[config.mk]
export PLATFORM = sky130hd
export DESIGN_NAME = crr_regs
export DESIGN_NICKNAME = d
export VERILOG_FILES = /design/src/rtl/crr_regs.v
export VERILOG_INCLUDE_DIRS = /design/src /design/src/rtl
export SDC_FILE = /design/constraint.sdc
export NUM_CORES = 1
export LEC_CHECK = 0
export BUFFER_PORTS_ARGS = -buffer_cell sky130_fd_sc_hd__buf_2
export CAP_MARGIN = 20
export CORE_MARGIN = 3
export CORE_UTILIZATION = 40
export CTS_BUF_LIST = sky130_fd_sc_hd__clkbuf_8
export CTS_CLUSTER_SIZE = 40
export DETAILED_ROUTE_END_ITERATION = 7
export MAX_ROUTING_LAYER = met4
export PLACE_DENSITY = 0.68
export SLEW_MARGIN = 10
export SYNTH_ARGS = -nofsm -noshare
export SYNTH_HDL_FRONTEND = slang
export SYNTH_SLANG_ARGS = --single-unit
[constraint.sdc]
create_clock -name clock -period 2.72 [get_ports clock]
set_input_delay 0.272 -clock clock [delete_from_list [all_inputs] [get_ports clock]]
set_output_delay 0.272 -clock clock [all_outputs]
set_load 0.02 [all_outputs]
[src/rtl/crr_consts.vh]
`ifndef CRR_CONSTS_VH
`define CRR_CONSTS_VH

////////////////////////////////////////////////////////////////////////////////
// Register indices; byte address is four times the index
`define CRR_IDX_REF_A      8'h9b
`define CRR_IDX_REF_B      8'h9c
`define CRR_IDX_CMP_CTRL   8'h9d
`define CRR_IDX_IRQ_STAT   8'ha0
`define CRR_IDX_IRQ_MASK   8'ha1
`define CRR_IDX_SLEEP_CTRL 8'ha2
`define CRR_IDX_LSB        2

////////////////////////////////////////////////////////////////////////////////
// Comparator control fields, channel n at base 4*n
`define CRR_CC_INVERT      0
`define CRR_CC_PIN_EN      1
`define CRR_CC_RESULT      2
`define CRR_CC_CH_STRIDE   4

// Reference select fields
`define CRR_REF_COARSE_MSB 7
`define CRR_REF_COARSE_LSB 3
`define CRR_REF_FINE_MSB   2
`define CRR_REF_FINE_LSB   0

// Interrupt status / mask layout
`define CRR_IRQ_COMPARE    0
`define CRR_IRQ_A_CHANGE   1
`define CRR_IRQ_B_CHANGE   2
`define CRR_IRQ_W          3

// Sleep control field
`define CRR_SLP_CMP_OFF    2

// Reset values
`define CRR_RST_BYTE       8'h00
`define CRR_RST_IRQ        3'h0
`define CRR_RST_WORD       32'h0000_0000

`endif

[src/rtl/crr_regs.v]
// The APB slave port was chosen for this implementation.

`include "crr_consts.vh"

module crr_regs #(
  parameter ADDR_W = 10
) (
  input  wire              clock,
  input  wire              rst_n,
  input  wire              psel,
  input  wire              penable,
  input  wire              pwrite,
  input  wire [ADDR_W-1:0] paddr,
  input  wire [31:0]       pwdata,
  output reg  [31:0]       prdata,
  output reg               pready,
  output reg               pslverr,
  input  wire              cmp_a_raw,
  input  wire              cmp_b_raw,
  input  wire              global_irq_enable,
  input  wire              peripheral_irq_enable,
  output reg               irq,
  output reg               analog_enable,
  output reg  [4:0]        ref_a_coarse,
  output reg  [2:0]        ref_a_fine,
  output reg  [4:0]        ref_b_coarse,
  output reg  [2:0]        ref_b_fine,
  output reg               port_c_cmp_a_pin_out,
  output reg               port_c_cmp_a_pin_oe,
  output reg               port_c_ref_a_pin_oe,
  output reg               port_d_cmp_b_pin_out,
  output reg               port_d_cmp_b_pin_oe,
  output reg               port_d_ref_b_pin_oe
);

  ////////////////////////////////////////////////////////////////////////////////
  // Bus decode

  reg  [7:0]         reference_a_select_r;
  reg  [7:0]         reference_b_select_r;
  reg  [1:0]         invert_r;
  reg  [1:0]         pin_en_r;
  reg  [1:0]         sync1_r;
  reg  [1:0]         sync2_r;
  reg  [1:0]         result_r;
  reg  [`CRR_IRQ_W-1:0] irq_stat_r;
  reg  [`CRR_IRQ_W-1:0] irq_mask_r;
  reg                analog_compare_disable_r;
  reg  [`CRR_IRQ_W-1:0] irq_stat_nxt;
  reg  [31:0]        rd_nxt;
  reg                hit;
  wire [1:0]         raw;
  wire [1:0]         result_nxt;
  wire [7:0]         comparator_control;
  wire [7:0]         idx;
  wire               access;
  wire               wr_done;
  wire               wr_ref_a;
  wire               wr_ref_b;
  wire               wr_ctrl;
  wire               wr_stat;
  wire               wr_mask;
  wire               wr_sleep;
  wire               compare_cond;

  assign raw    = {cmp_b_raw, cmp_a_raw};
  assign idx    = paddr[`CRR_IDX_LSB+7:`CRR_IDX_LSB];
  assign access = psel & penable;
  // One wait state: pready rises in the second access cycle
  assign wr_done = access & pready & pwrite;
  // Only the index is decoded: a misaligned write still lands, pslverr flags it
  assign wr_ref_a = wr_done & (idx == `CRR_IDX_REF_A);
  assign wr_ref_b = wr_done & (idx == `CRR_IDX_REF_B);
  assign wr_ctrl  = wr_done & (idx == `CRR_IDX_CMP_CTRL);
  assign wr_stat  = wr_done & (idx == `CRR_IDX_IRQ_STAT);
  assign wr_mask  = wr_done & (idx == `CRR_IDX_IRQ_MASK);
  assign wr_sleep = wr_done & (idx == `CRR_IDX_SLEEP_CTRL);

  always @(posedge clock or negedge rst_n)
  begin
    if (!rst_n)
      pready <= 1'b0;
    else
      pready <= access & ~pready;
  end

  ////////////////////////////////////////////////////////////////////////////////
  // Per-comparator path

  genvar ch;
  generate
    for (ch = 0; ch < 2; ch = ch + 1)
    begin : g_cmp
      // First stage feeds only the second
      always @(posedge clock or negedge rst_n)
      begin
        if (!rst_n)
        begin
          sync1_r[ch] <= 1'b0;
          sync2_r[ch] <= 1'b0;
        end
        else
        begin
          sync1_r[ch] <= raw[ch];
          sync2_r[ch] <= sync1_r[ch];
        end
      end

      // Stopped comparators read as low before inversion
      assign result_nxt[ch] = (sync2_r[ch] & ~analog_compare_disable_r)
                              ^ invert_r[ch];

      always @(posedge clock or negedge rst_n)
      begin
        if (!rst_n)
        begin
          invert_r[ch] <= 1'b0;
          pin_en_r[ch] <= 1'b0;
          result_r[ch] <= 1'b0;
        end
        else
        begin
          result_r[ch] <= result_nxt[ch];
          // Result and unused bits are never stored
          if (wr_ctrl)
          begin
            invert_r[ch] <= pwdata[`CRR_CC_CH_STRIDE*ch+`CRR_CC_INVERT];
            pin_en_r[ch] <= pwdata[`CRR_CC_CH_STRIDE*ch+`CRR_CC_PIN_EN];
          end
        end
      end
    end
  endgenerate

  assign comparator_control = {1'b0, result_r[1], pin_en_r[1], invert_r[1],
                               1'b0, result_r[0], pin_en_r[0], invert_r[0]};

  ////////////////////////////////////////////////////////////////////////////////
  // Writable registers

  always @(posedge clock or negedge rst_n)
  begin
    if (!rst_n)
      reference_a_select_r <= `CRR_RST_BYTE;
    else if (wr_ref_a)
      reference_a_select_r <= pwdata[7:0];
  end

  always @(posedge clock or negedge rst_n)
  begin
    if (!rst_n)
      reference_b_select_r <= `CRR_RST_BYTE;
    else if (wr_ref_b)
      reference_b_select_r <= pwdata[7:0];
  end

  always @(posedge clock or negedge rst_n)
  begin
    if (!rst_n)
      irq_mask_r <= `CRR_RST_IRQ;
    else if (wr_mask)
      irq_mask_r <= pwdata[`CRR_IRQ_W-1:0];
  end

  // Cleared at reset so references and comparators run from the start
  always @(posedge clock or negedge rst_n)
  begin
    if (!rst_n)
      analog_compare_disable_r <= 1'b0;
    else if (wr_sleep)
      analog_compare_disable_r <= pwdata[`CRR_SLP_CMP_OFF];
  end

  ////////////////////////////////////////////////////////////////////////////////
  // Interrupt status

  // Level condition: flag re-sets at once while it holds
  assign compare_cond = result_r[0] | result_r[1];

  always @*
  begin
    irq_stat_nxt = irq_stat_r;
    if (wr_stat)
      irq_stat_nxt = irq_stat_r & ~pwdata[`CRR_IRQ_W-1:0];
    // Set after clear so a same-cycle event wins
    if (compare_cond)
      irq_stat_nxt[`CRR_IRQ_COMPARE] = 1'b1;
    if (result_nxt[0] != result_r[0])
      irq_stat_nxt[`CRR_IRQ_A_CHANGE] = 1'b1;
    if (result_nxt[1] != result_r[1])
      irq_stat_nxt[`CRR_IRQ_B_CHANGE] = 1'b1;
  end

  always @(posedge clock or negedge rst_n)
  begin
    if (!rst_n)
    begin
      irq_stat_r <= `CRR_RST_IRQ;
      irq        <= 1'b0;
    end
    else
    begin
      irq_stat_r <= irq_stat_nxt;
      irq <= |(irq_stat_r & irq_mask_r) & global_irq_enable
             & peripheral_irq_enable;
    end
  end

  ////////////////////////////////////////////////////////////////////////////////
  // Read mux and pins

  always @*
  begin
    rd_nxt = `CRR_RST_WORD;
    hit    = 1'b1;
    case (idx)
      `CRR_IDX_REF_A:
        rd_nxt[7:0] = reference_a_select_r;
      `CRR_IDX_REF_B:
        rd_nxt[7:0] = reference_b_select_r;
      `CRR_IDX_CMP_CTRL:
        rd_nxt[7:0] = comparator_control;
      `CRR_IDX_IRQ_STAT:
        rd_nxt[`CRR_IRQ_W-1:0] = irq_stat_r;
      `CRR_IDX_IRQ_MASK:
        rd_nxt[`CRR_IRQ_W-1:0] = irq_mask_r;
      `CRR_IDX_SLEEP_CTRL:
        rd_nxt[`CRR_SLP_CMP_OFF] = analog_compare_disable_r;
      default:
        hit = 1'b0;
    endcase
    if (paddr[`CRR_IDX_LSB-1:0] != 2'b00)
      hit = 1'b0;
  end

  // Data and error stand only with pready
  always @(posedge clock or negedge rst_n)
  begin
    if (!rst_n)
    begin
      prdata  <= `CRR_RST_WORD;
      pslverr <= 1'b0;
    end
    else
    begin
      prdata  <= (access && !pready && !pwrite && hit) ? rd_nxt : `CRR_RST_WORD;
      pslverr <= access & ~pready & ~hit;
    end
  end

  always @(posedge clock or negedge rst_n)
  begin
    if (!rst_n)
    begin
      analog_enable <= 1'b0;
      ref_a_coarse  <= 5'h00;
      ref_a_fine    <= 3'h0;
      ref_b_coarse  <= 5'h00;
      ref_b_fine    <= 3'h0;
    end
    else
    begin
      analog_enable <= ~analog_compare_disable_r;
      ref_a_coarse  <= reference_a_select_r[`CRR_REF_COARSE_MSB:`CRR_REF_COARSE_LSB];
      ref_a_fine    <= reference_a_select_r[`CRR_REF_FINE_MSB:`CRR_REF_FINE_LSB];
      ref_b_coarse  <= reference_b_select_r[`CRR_REF_COARSE_MSB:`CRR_REF_COARSE_LSB];
      ref_b_fine    <= reference_b_select_r[`CRR_REF_FINE_MSB:`CRR_REF_FINE_LSB];
    end
  end

  // Pin enables override the port direction setting
  always @(posedge clock or negedge rst_n)
  begin
    if (!rst_n)
    begin
      port_c_cmp_a_pin_out <= 1'b0;
      port_c_cmp_a_pin_oe  <= 1'b0;
      port_c_ref_a_pin_oe  <= 1'b0;
      port_d_cmp_b_pin_out <= 1'b0;
      port_d_cmp_b_pin_oe  <= 1'b0;
      port_d_ref_b_pin_oe  <= 1'b0;
    end
    else
    begin
      port_c_cmp_a_pin_out <= result_r[0];
      port_c_cmp_a_pin_oe  <= pin_en_r[0];
      port_c_ref_a_pin_oe  <= pin_en_r[0];
      port_d_cmp_b_pin_out <= result_r[1];
      port_d_cmp_b_pin_oe  <= pin_en_r[1];
      port_d_ref_b_pin_oe  <= pin_en_r[1];
    end
  end

endmodule

* Word level (Yosys, flattened, before mapping) *
Cells that the tools add are included.

storage, ports and cells
  bits in read-only memories = 0
  bits in latches = 0
  bits of input ports = 51
  memories = 0
  bits in writable memories = 0
  flip-flop bits (word level) = 65
  word-level logic and storage cells = 83
  output and inout bits = 58

operators by class
  add/subtract/negate cells = 0
  muxes and demuxes = 10
  order comparisons = 0
  $mul = 0
  divide/modulo/power cells = 0
  reductions and logical operators = 11
  bitwise logic cells = 24
  eq/ne operators = 8
  shifts and indexed selects = 0

operators by type and width
  kind                number
  $eq 8x8->1 const B  6
  $and 1x1->1         15
  $pmux 5 s3          1
  $pmux 2 s5          1
  $mux 8              1
  $reduce_bool 2->1   4
  $and 3x3->3         2
  $pmux 1 s6          1
  $reduce_or 6->1     1
  $mux 1              5
  $logic_and 1x1->1   3
  $mux 3              1
  $not 1->1           3
  $not 3->3           1
  $reduce_or 3->1     1
  $logic_not 1->1     2
  $ne 1x1->1          2
  $xor 1x1->1         2
  $or 1x1->1          1

* Logic depth before layout (Yosys ltp) *
Gate-level depths: netlist of run 1.

  depth after elaboration = 6
  depth in mapped cells = 6
  gate-level depth less buffers = 4

* Worst setup path after synthesis of run 1 *
No wires, ideal clock.

  path type = input-to-reg
  start point = input port paddr[6]
  end point = register irq_mask_r[0]
  setup time = 0.125 ns
  stages = 4
  path buffers = 0
  required time = 2.595 ns
  data arrival time = 1.726 ns
  setup slack = 0.870 ns
  path through = or4b_4 -> or2_4 -> nor4b_4 -> mux2_2

between the ends
  longest elaborated chain between the ends = 2

ends and longest elaborated chain
  item                  RTL line        RTL
  start, declared       crr_regs.v:13   input wire [ADDR_W-1:0] paddr,
  $eq 8x8->1            --
  $and 1x1->1           crr_regs.v:76   assign wr_mask = wr_done & (idx == `CRR_IDX_IRQ_MASK);
  end signal, assigned  crr_regs.v:160  irq_mask_r <= `CRR_RST_IRQ;
  end signal, assigned  crr_regs.v:162  irq_mask_r <= pwdata[`CRR_IRQ_W-1:0];
  end, declared         crr_regs.v:47   reg [`CRR_IRQ_W-1:0] irq_mask_r;

No other way between the ends.
A chain may end at the register's enable or synchronous reset.

* Worst setup path in the final report of run 1 *
  start point = register pready
  end point = register irq_stat_r[0]

between the ends
  longest elaborated chain between the ends = 4

ends and longest elaborated chain
  item                         RTL line        RTL
  start, declared              crr_regs.v:16   output reg pready,
  start signal, assigned       crr_regs.v:84   pready <= access & ~pready;
  $and 1x1->1 (2 in a row)     crr_regs.v:70   assign wr_done = access & pready & pwrite;
  $and 1x1->1                  crr_regs.v:75   assign wr_stat = wr_done & (idx == `CRR_IDX_IRQ_STAT);
  $reduce_bool 2->1 (no line)  --
  end signal, assigned         crr_regs.v:198  irq_stat_r <= `CRR_RST_IRQ;
  end signal, assigned         crr_regs.v:203  irq_stat_r <= irq_stat_nxt;
  end, declared                crr_regs.v:46   reg [`CRR_IRQ_W-1:0] irq_stat_r;

No other way between the ends.

==> load_flow_metrics.sql, run 1 <==
INSERT INTO impl_metrics (metric_group, metric, value, unit) VALUES
('global_routing', 'global_route.usage.total', '14.9', '%'),
('synth', 'post_synth_main_area_contributors', 'sky130_fd_sc_hd__dfrtp_1, sky130_fd_sc_hd__mux2_2, sky130_fd_sc_hd__buf_4', ''),
('final_layout', 'finalCoreUtilization', '50.3', '%'),
('synth', 'synth-edff-count', '0', ''),
('synth', 'syn_area_per_cell', '13.1', 'um2'),
('critical_path', 'worst-path-max-fanout', '5', ''),
('routing', 'drcViolationCount', '0', ''),
('synth', 'ys_top_cells_by_count', 'sky130_fd_sc_hd__dfrtp_1, sky130_fd_sc_hd__buf_4, sky130_fd_sc_hd__mux2_2', ''),
('final_layout', 'antenna-diode-count', '0', ''),
('sta', 'finClkSkew', '0.00646', 'ns'),
('power', 'leakage', '1.65', 'nW'),
('critical_path', 'criticalPathCategory', 'flop to flop', ''),
('synth', 'synth_top_area_cell', 'sky130_fd_sc_hd__dfrtp_1', ''),
('global_routing', 'global_route.overflow_total', '0', ''),
('floorplanning', 'start_util', '42.1', '%'),
('critical_path', 'end_kind', 'flop', ''),
('outcome', 'run_status', 'finished, final reports clean', ''),
('cts', 'root_buffer', 'sky130_fd_sc_hd__clkbuf_8', ''),
('synth', 'yosysTopAreaCellShare', '59.9', '%'),
('synth', 'leading_register_cell_type_out_of_synthesis', 'sky130_fd_sc_hd__dfrtp_1', ''),
('critical_path', 'critical_path.startpoint_type', 'flop', ''),
('routing', 'drt-wirelength-per-cell', '14.7', 'um'),
('cts', 'worst_skew_pair.late_latency', '0.34', 'ns'),
('critical_path', 'cp.required', '2.95', 'ns'),
('synth', 'post-synth-top-count-cell', 'sky130_fd_sc_hd__dfrtp_1', ''),
('synth', 'mappedNetlistArea', '0.00272', 'mm2'),
('critical_path', 'crit-reg2reg-capture', 'irq_stat_r[0]$_DFFE_PN0P_', ''),
('cts', 'hold_buffers', '0', ''),
('placed_design', 'dp_wirelength', '3770', 'um'),
('cts', 'clock_buffer_depth', '2', ''),
('synth', 'synth_seq_cells', '65', ''),
('routing', 'firstDrtPassIters', '4', ''),
('cts', 'setup_bufs_post_cts', '0', ''),
('placed_design', 'gpl.final_weighted_congestion', '0.836', ''),
('job', 'cap_violations', '0', ''),
('final_layout', 'syn_to_final_growth', '19.5', '%'),
('global_routing', 'grt_start_max_net_pins', '37', ''),
('sta', 'worst_max_slew_margin_expressed_relative_to_the_limit', '44.4', '%'),
('sta', 'achievable-frequency', '548', 'MHz'),
('routing', 'dr_total_vias', '1736', ''),
('cts', 'cts_max_level', '3', ''),
('global_routing', 'grt_pass1_wl', '8280', 'um'),
('min_path', 'worst_hold_path_type', 'input port to async pin', ''),
('global_routing', 'vias_in_the_first_global_route', '1670', ''),
('cts', 'tritoncts_clock_tree', 'yes', ''),
('sta', 'fin_crit_sh', '67.1', '%'),
('synth', 'synthCells', '208', ''),
('critical_path', 'r2r_slack', '0.89', 'ns'),
('sta', 'timing.hold.ws', '0.0314', 'ns'),
('synth', 'yosysSeqAreaShare', '59.9', '%'),
('routing', 'wirelength', '5210', 'um'),
('sta', 'final.setup.tns', '0', 'ns'),
('routing', 'ant_nets', '0', ''),
('cts', 'number_of_cts_inserted_buffers', '9', ''),
('sta', 'final-setup-viol-count', '0', ''),
('sta', 'tightest_slew', '0.835', 'ns'),
('floorplanning', 'pin_count', '109', ''),
('cts', 'post_cts_resized', '0', ''),
('power', 'max-vdd-ir-drop', '0.000266', 'V'),
('floorplanning', 'core_footprint', '0.00646', 'mm2'),
('critical_path', 'timing.reg2reg.worst_path_depth', '4', ''),
('floorplanning', 'dieArea', '0.00782', 'mm2'),
('cts', 'reg_clk_slew_reported_paths', '0.07', 'ns'),
('placed_design', 'count_of_buffers_from_port_buffering', '60', ''),
('global_routing', 'number_of_antenna_violations_at_the_first_check_in_global_routing', '0', ''),
('synth', 'asyncSetResetFlopFracSynth', '100', '%'),
('final_layout', 'nFillCells', '592', ''),
('sta', 'grt_setup_unrepaired', 'no', ''),
('critical_path', 'crit-reg2reg-launch', 'pready$_DFF_PN0_', ''),
('power', 'finalPower', '2.02', 'mW'),
('power', 'power_density', '623', 'mW/mm2');
[through the flow]
stage	area [um2]	cells	setup slack (ns)
CTS	3250	355	0.908
floorplan	2800	231	0.870
finish	3250	355	0.895
global route	3250	355	0.754
detailed placement	3020	339	0.628
global placement	3020	339	0.645
[power by group]
part | leakage (nW) | switching, mW | total (mW) | internal, mW
clock | 0.113 | 0.368 | 0.912 | 0.544
sequential | 0.867 | 0.00538 | 0.981 | 0.976
combinational | 0.668 | 0.0932 | 0.129 | 0.0360
total | 1.65 | 0.467 | 2.02 | 1.56
[state kept, by name, indices dropped and copies added (netlist names), 2 cells and up]
register              count
ref_b_fine                3
comparator_control        6
sync2_r                   2
prdata                    8
ref_b_coarse              5
irq_stat_r                3
sync1_r                   2
reference_a_select_r      8
irq_mask_r                3
ref_a_fine                3
reference_b_select_r      8
ref_a_coarse              5
[cell families (layout without fill, tap and decap cells)]
| family | after synthesis | in the layout | share of synthesized area [%] |
|---|---|---|---|
| buf+inv | 34 | 81 | 8.34 |
| xor+xnor | 4 | 4 | 1.29 |
| simple gates | 55 | 55 | 13.1 |
| flops | 65 | 65 | 59.9 |
| mux | 27 | 27 | 11.1 |
| other cells | 1 | 24 | 0.138 |
| compound gates | 22 | 22 | 6.17 |
[per-layer routing]
| layer | vias up | global-route usage [%] | share of wire (%) |
|---|---|---|---|
| met1 | 865 | 18.0 | 44 |
| met2 | 45 | 22.8 | 50 |
| met4 | 0 | 8.24 | 2.3 |
| li1 | 813 | - | - |
| met5 | - | - | 0 |
| met3 | 13 | 3.91 | 4.2 |
[worst max-delay path by stage]
stage | start | end | slack, ns | cells past startpoint
final | pready$_DFF_PN0_ | irq_stat_r[0]$_DFFE_PN0P_ | 0.89 | 4
after global routing | pready$_DFF_PN0_ | analog_compare_disable_r$_DFFE_PN0P_ | 0.75 | 4
after CTS | pready$_DFF_PN0_ | irq_stat_r[0]$_DFFE_PN0P_ | 0.91 | 4
after detailed placement | paddr[4] | irq_mask_r[0]$_DFFE_PN0P_ | 0.63 | 5
after global placement | paddr[4] | irq_mask_r[0]$_DFFE_PN0P_ | 0.65 | 5
after floorplan | paddr[6] | irq_mask_r[0]$_DFFE_PN0P_ | 0.87 | 4
[cells in the final DEF, fill, tap and decap left out, drive strengths merged, types with 3 or more instances in the layout]
cell type / netlist / final
or3: 3 / 3
clkbuf: 6 / 10
nand4b: 4 / 4
mux2: 24 / 24
nand3b: 4 / 4
nand2b: 5 / 5
mux2i: 3 / 3
nand2: 8 / 8
nand3: 6 / 6
a22oi: 5 / 5
conb: 1 / 24
nor2: 9 / 9
nor3: 8 / 8
dfrtp: 65 / 65
buf: 27 / 64
a21oi: 3 / 3
a22o: 3 / 3
a31o: 3 / 3
[worst max-delay path, cell delays in order, from the launching register on]
cell and delay (ns):
sky130_fd_sc_hd__dfrtp_1 0.38, sky130_fd_sc_hd__nand4_1 0.37, sky130_fd_sc_hd__nor3_1 0.53, sky130_fd_sc_hd__nand3_1 0.13
sky130_fd_sc_hd__a211o_1 0.30
[final cells by class]
| class | instances | area, um2 | share of cell area (%) |
|---|---|---|---|
| multi-input combinational | 132 | 950 | 29.2 |
| inverter | 1 | 3.75 | 0.116 |
| clock inverter | 6 | 90.1 | 2.77 |
| timing repair buffer | 64 | 343 | 10.6 |
| sequential | 65 | 1630 | 50.1 |
| clock buffer | 10 | 138 | 4.24 |
| tap | 77 | 96.3 | 2.97 |
Power figures use the tool's default switching activity.
==> run 2, diff against run 1 <==
--- a/config.mk
+++ b/config.mk
@@ -6,6 +6,7 @@
 export SDC_FILE = /design/constraint.sdc
 export NUM_CORES = 1
 export LEC_CHECK = 0
+export ABC_AREA = 1
 export BUFFER_PORTS_ARGS = -buffer_cell sky130_fd_sc_hd__buf_2
 export CAP_MARGIN = 20
 export CORE_MARGIN = 3
==> constraint.sdc (replaced) <==
create_clock -name clock -period 1.7 [get_ports clock]
set_input_delay 0.17 -clock clock [delete_from_list [all_inputs] [get_ports clock]]
set_output_delay 0.17 -clock clock [all_outputs]
set_load 0.02 [all_outputs]
==> run 2 against run 1 <==
Design area increased by 2.3%. Hold slack better by 0.025 ns. Area after synthesis increased by 2.8%. Die area up 2.6%. Largest power group unchanged.
==> load_flow_metrics.sql, run 2 <==
INSERT INTO impl_metrics (metric_group, metric, value, unit) VALUES
('critical_path', 'cp.required', '1.96', 'ns'),
('sta', 'finClkSkew', '0.00700', 'ns'),
('final_layout', 'reg.largest.list', 'prdata: 8 flops, reference_a_select_r: 8 flops, reference_b_select_r: 8 flops', ''),
('global_routing', 'grt_pass1_wl', '8760', 'um'),
('synth', 'synth-edff-count', '0', ''),
('sta', 'achievable-frequency', '851', 'MHz'),
('final_layout', 'most-common-layout-cells', 'sky130_fd_sc_hd__nand2_1, sky130_fd_sc_hd__dfrtp_1, sky130_fd_sc_hd__buf_2, sky130_fd_sc_hd__nor2_1, sky130_fd_sc_hd__inv_1', ''),
('final_layout', 'nFillCells', '623', ''),
('sta', 'grt_setup_unrepaired', 'no', ''),
('floorplanning', 'pin_count', '109', ''),
('synth', 'yosysSeqAreaShare', '58.3', '%'),
('power', 'max-vdd-ir-drop', '0.000482', 'V'),
('final_layout', 'syn_to_final_growth', '19.0', '%'),
('final_layout', 'multiInputGateArea', '915', 'um2'),
('final_layout', 'finalNetCount', '409', ''),
('routing', 'dr_total_vias', '1996', ''),
('sta', 'fin_crit_sh', '69.2', '%'),
('cts', 'root_buffer', 'sky130_fd_sc_hd__clkbuf_8', ''),
('cts', 'cts_max_level', '3', ''),
('final_layout', 'finalCoreUtilization', '50.6', '%'),
('min_path', 'min_path_cells', '3', ''),
('power', 'leakage', '1.84', 'nW'),
('final_layout', 'drive_gt1_share', '30.4', '%'),
('synth', 'yosysTopAreaCellShare', '58.3', '%'),
('critical_path', 'critical_path_arrival', '1.43', 'ns'),
('floorplanning', 'start_util', '42.5', '%'),
('synth', 'synth.yosys.warnings', '0', ''),
('sta', 'period_minus_slack', '1.18', 'ns'),
('floorplanning', 'core_footprint', '0.00657', 'mm2'),
('min_path', 'worst_min_delay_path_endpoint', 'irq$_DFF_PN0_', ''),
('job', 'cap_violations', '0', ''),
('routing', 'detailedRoute.firstIterationViolations', '61', ''),
('placed_design', 'gpl.final_weighted_congestion', '0.823', ''),
('placed_design', 'count_of_buffers_from_port_buffering', '60', ''),
('cts', 'clock_buffer_depth', '2', ''),
('critical_path', 'timing.reg2reg.worst_path_depth', '5', ''),
('critical_path', 'worst-path-max-fanout', '8', ''),
('synth', 'ys_top_cells_by_count', 'sky130_fd_sc_hd__dfrtp_1, sky130_fd_sc_hd__nand2_1, sky130_fd_sc_hd__nor2_1', ''),
('synth', 'synthDistinctLibCells', '24', ''),
('routing', 'firstDrtPassIters', '4', ''),
('floorplanning', 'floorplan.die.width', '89.5', 'um'),
('critical_path', 'crit-reg2reg-launch', 'pready$_DFF_PN0_', ''),
('critical_path', 'critical_path.startpoint_type', 'flop', ''),
('routing', 'wirelength', '5450', 'um'),
('routing', 'ant_nets', '0', ''),
('floorplanning', 'dieArea', '0.00802', 'mm2'),
('cts', 'worst_skew_pair.late_latency', '0.34', 'ns'),
('min_path', 'hold_start', 'global_irq_enable', ''),
('sta', 'final_hold_viols', '0', ''),
('global_routing', 'vias_in_the_first_global_route', '1849', ''),
('cts', 'hold_buffers', '3', ''),
('critical_path', 'end_kind', 'flop', ''),
('global_routing', 'global_route.overflow_total', '0', ''),
('synth', 'syn_area_per_cell', '9.76', 'um2'),
('critical_path', 'r2r_slack', '0.52', 'ns'),
('sta', 'worst_max_slew_margin_expressed_relative_to_the_limit', '59.3', '%'),
('synth', 'post_synth_main_area_contributors', 'sky130_fd_sc_hd__dfrtp_1, sky130_fd_sc_hd__nand2_1, sky130_fd_sc_hd__buf_4', ''),
('routing', 'viasPerCell', '4.39', ''),
('cts', 'tritoncts_clock_tree', 'yes', ''),
('outcome', 'run_status', 'finished, final reports clean', ''),
('synth', 'synthCells', '286', ''),
('synth', 'synth_top_area_cell', 'sky130_fd_sc_hd__dfrtp_1', ''),
('global_routing', 'grt_start_max_net_pins', '28', ''),
('critical_path', 'criticalPathCategory', 'flop to flop', ''),
('routing', 'drt-wirelength-per-cell', '12.0', 'um'),
('placed_design', 'dp_wirelength', '4090', 'um'),
('sta', 'final-setup-viol-count', '0', ''),
('cts', 'number_of_cts_inserted_buffers', '9', ''),
('sta', 'final.setup.tns', '0', 'ns'),
('floorplanning', 'die_h', '89.5', 'um'),
('power', 'finalPower', '2.94', 'mW'),
('synth', 'mappedNetlistArea', '0.00279', 'mm2'),
('global_routing', 'number_of_antenna_violations_at_the_first_check_in_global_routing', '0', ''),
('floorplanning', 'placementRows', '29', ''),
('sta', 'tightest_slew', '0.610', 'ns'),
('synth', 'asyncSetResetFlopFracSynth', '100', '%'),
('synth', 'synth_seq_cells', '65', ''),
('cts', 'reg_clk_slew_reported_paths', '0.07', 'ns'),
('global_routing', 'global_route.usage.total', '15.3', '%'),
('min_path', 'worst_hold_path_type', 'input port to flop', ''),
('sta', 'drv_slew', '0', ''),
('cts', 'setup_bufs_post_cts', '0', ''),
('final_layout', 'regArea', '0.00163', 'mm2'),
('cts', 'clock_sink_count', '65', ''),
('cts', 'post_cts_resized', '0', ''),
('critical_path', 'crit-reg2reg-capture', 'prdata[5]$_DFF_PN0_', ''),
('routing', 'drcViolationCount', '0', ''),
('final_layout', 'antenna-diode-count', '0', ''),
('synth', 'leading_register_cell_type_out_of_synthesis', 'sky130_fd_sc_hd__dfrtp_1', ''),
('power', 'power_density', '886', 'mW/mm2'),
('sta', 'timing.hold.ws', '0.0566', 'ns');
[run 2: power by group]
part	internal, mW	total [mW]	leakage [nW]	switching (mW)
Combinational	0.0490	0.191	0.872	0.142
Clock	0.603	1.19	0.0956	0.584
Sequential	1.56	1.56	0.876	0.00563
[run 2: through the flow]
stage,setup slack (ns),cell area (um2),instances
3_3_place_gp,0.299,3110,437
6_report,0.524,3320,455
4_1_cts,0.495,3320,455
2_1_floorplan,0.474,2880,309
3_5_place_dp,0.322,3110,437
5_1_grt,0.367,3320,455
[run 2: layout make-up]
class | count | share of cell area (%)
Timing Repair Buffer | 66 | 11.0
Inverter | 31 | 3.58
Tap cell | 93 | 3.50
Multi-Input combinational cell | 185 | 27.5
Clock inverter | 4 | 0.829
Sequential cell | 65 | 49.0
Clock buffer | 11 | 4.56
[run 2: worst max-delay path by stage]
stage	cells past startpoint	slack (ns)	from	end
after floorplan	6	0.47	pready$_DFF_PN0_	reference_a_select_r[5]$_DFFE_PN0P_
after global placement	10	0.30	paddr[8]	prdata[5]$_DFF_PN0_
after detailed placement	10	0.32	paddr[8]	prdata[5]$_DFF_PN0_
after CTS	5	0.49	pready$_DFF_PN0_	prdata[5]$_DFF_PN0_
after global routing	5	0.37	pready$_DFF_PN0_	prdata[5]$_DFF_PN0_
final	5	0.52	pready$_DFF_PN0_	prdata[5]$_DFF_PN0_
[run 2: kinds of logic (layout without fill, tap and decap cells)]
group | count (synthesis) | in the layout | synth area share, %
xor+xnor | 1 | 1 | 0.314
compound gates | 34 | 34 | 8.43
buf+inv | 59 | 112 | 12.1
other cells | 1 | 24 | 0.134
simple gates | 126 | 126 | 20.8
flops | 65 | 65 | 58.3
[run 2: worst max-delay path: stages (launching register included)]
cell and delay [ns]:
sky130_fd_sc_hd__dfrtp_1 0.39, sky130_fd_sc_hd__nor2_1 0.15, sky130_fd_sc_hd__inv_1 0.07, sky130_fd_sc_hd__nor2_1 0.18
sky130_fd_sc_hd__nand3_4 0.17, sky130_fd_sc_hd__nor2_1 0.14
[run 2: routing by layer]
layer  share of wire, %  track usage [%]  wire (um)
met5                  0                -          0
met4                1.7             6.90         91
met3                6.8             3.69        369
met2                 46             22.6       2520
met1                 45             19.9       2470
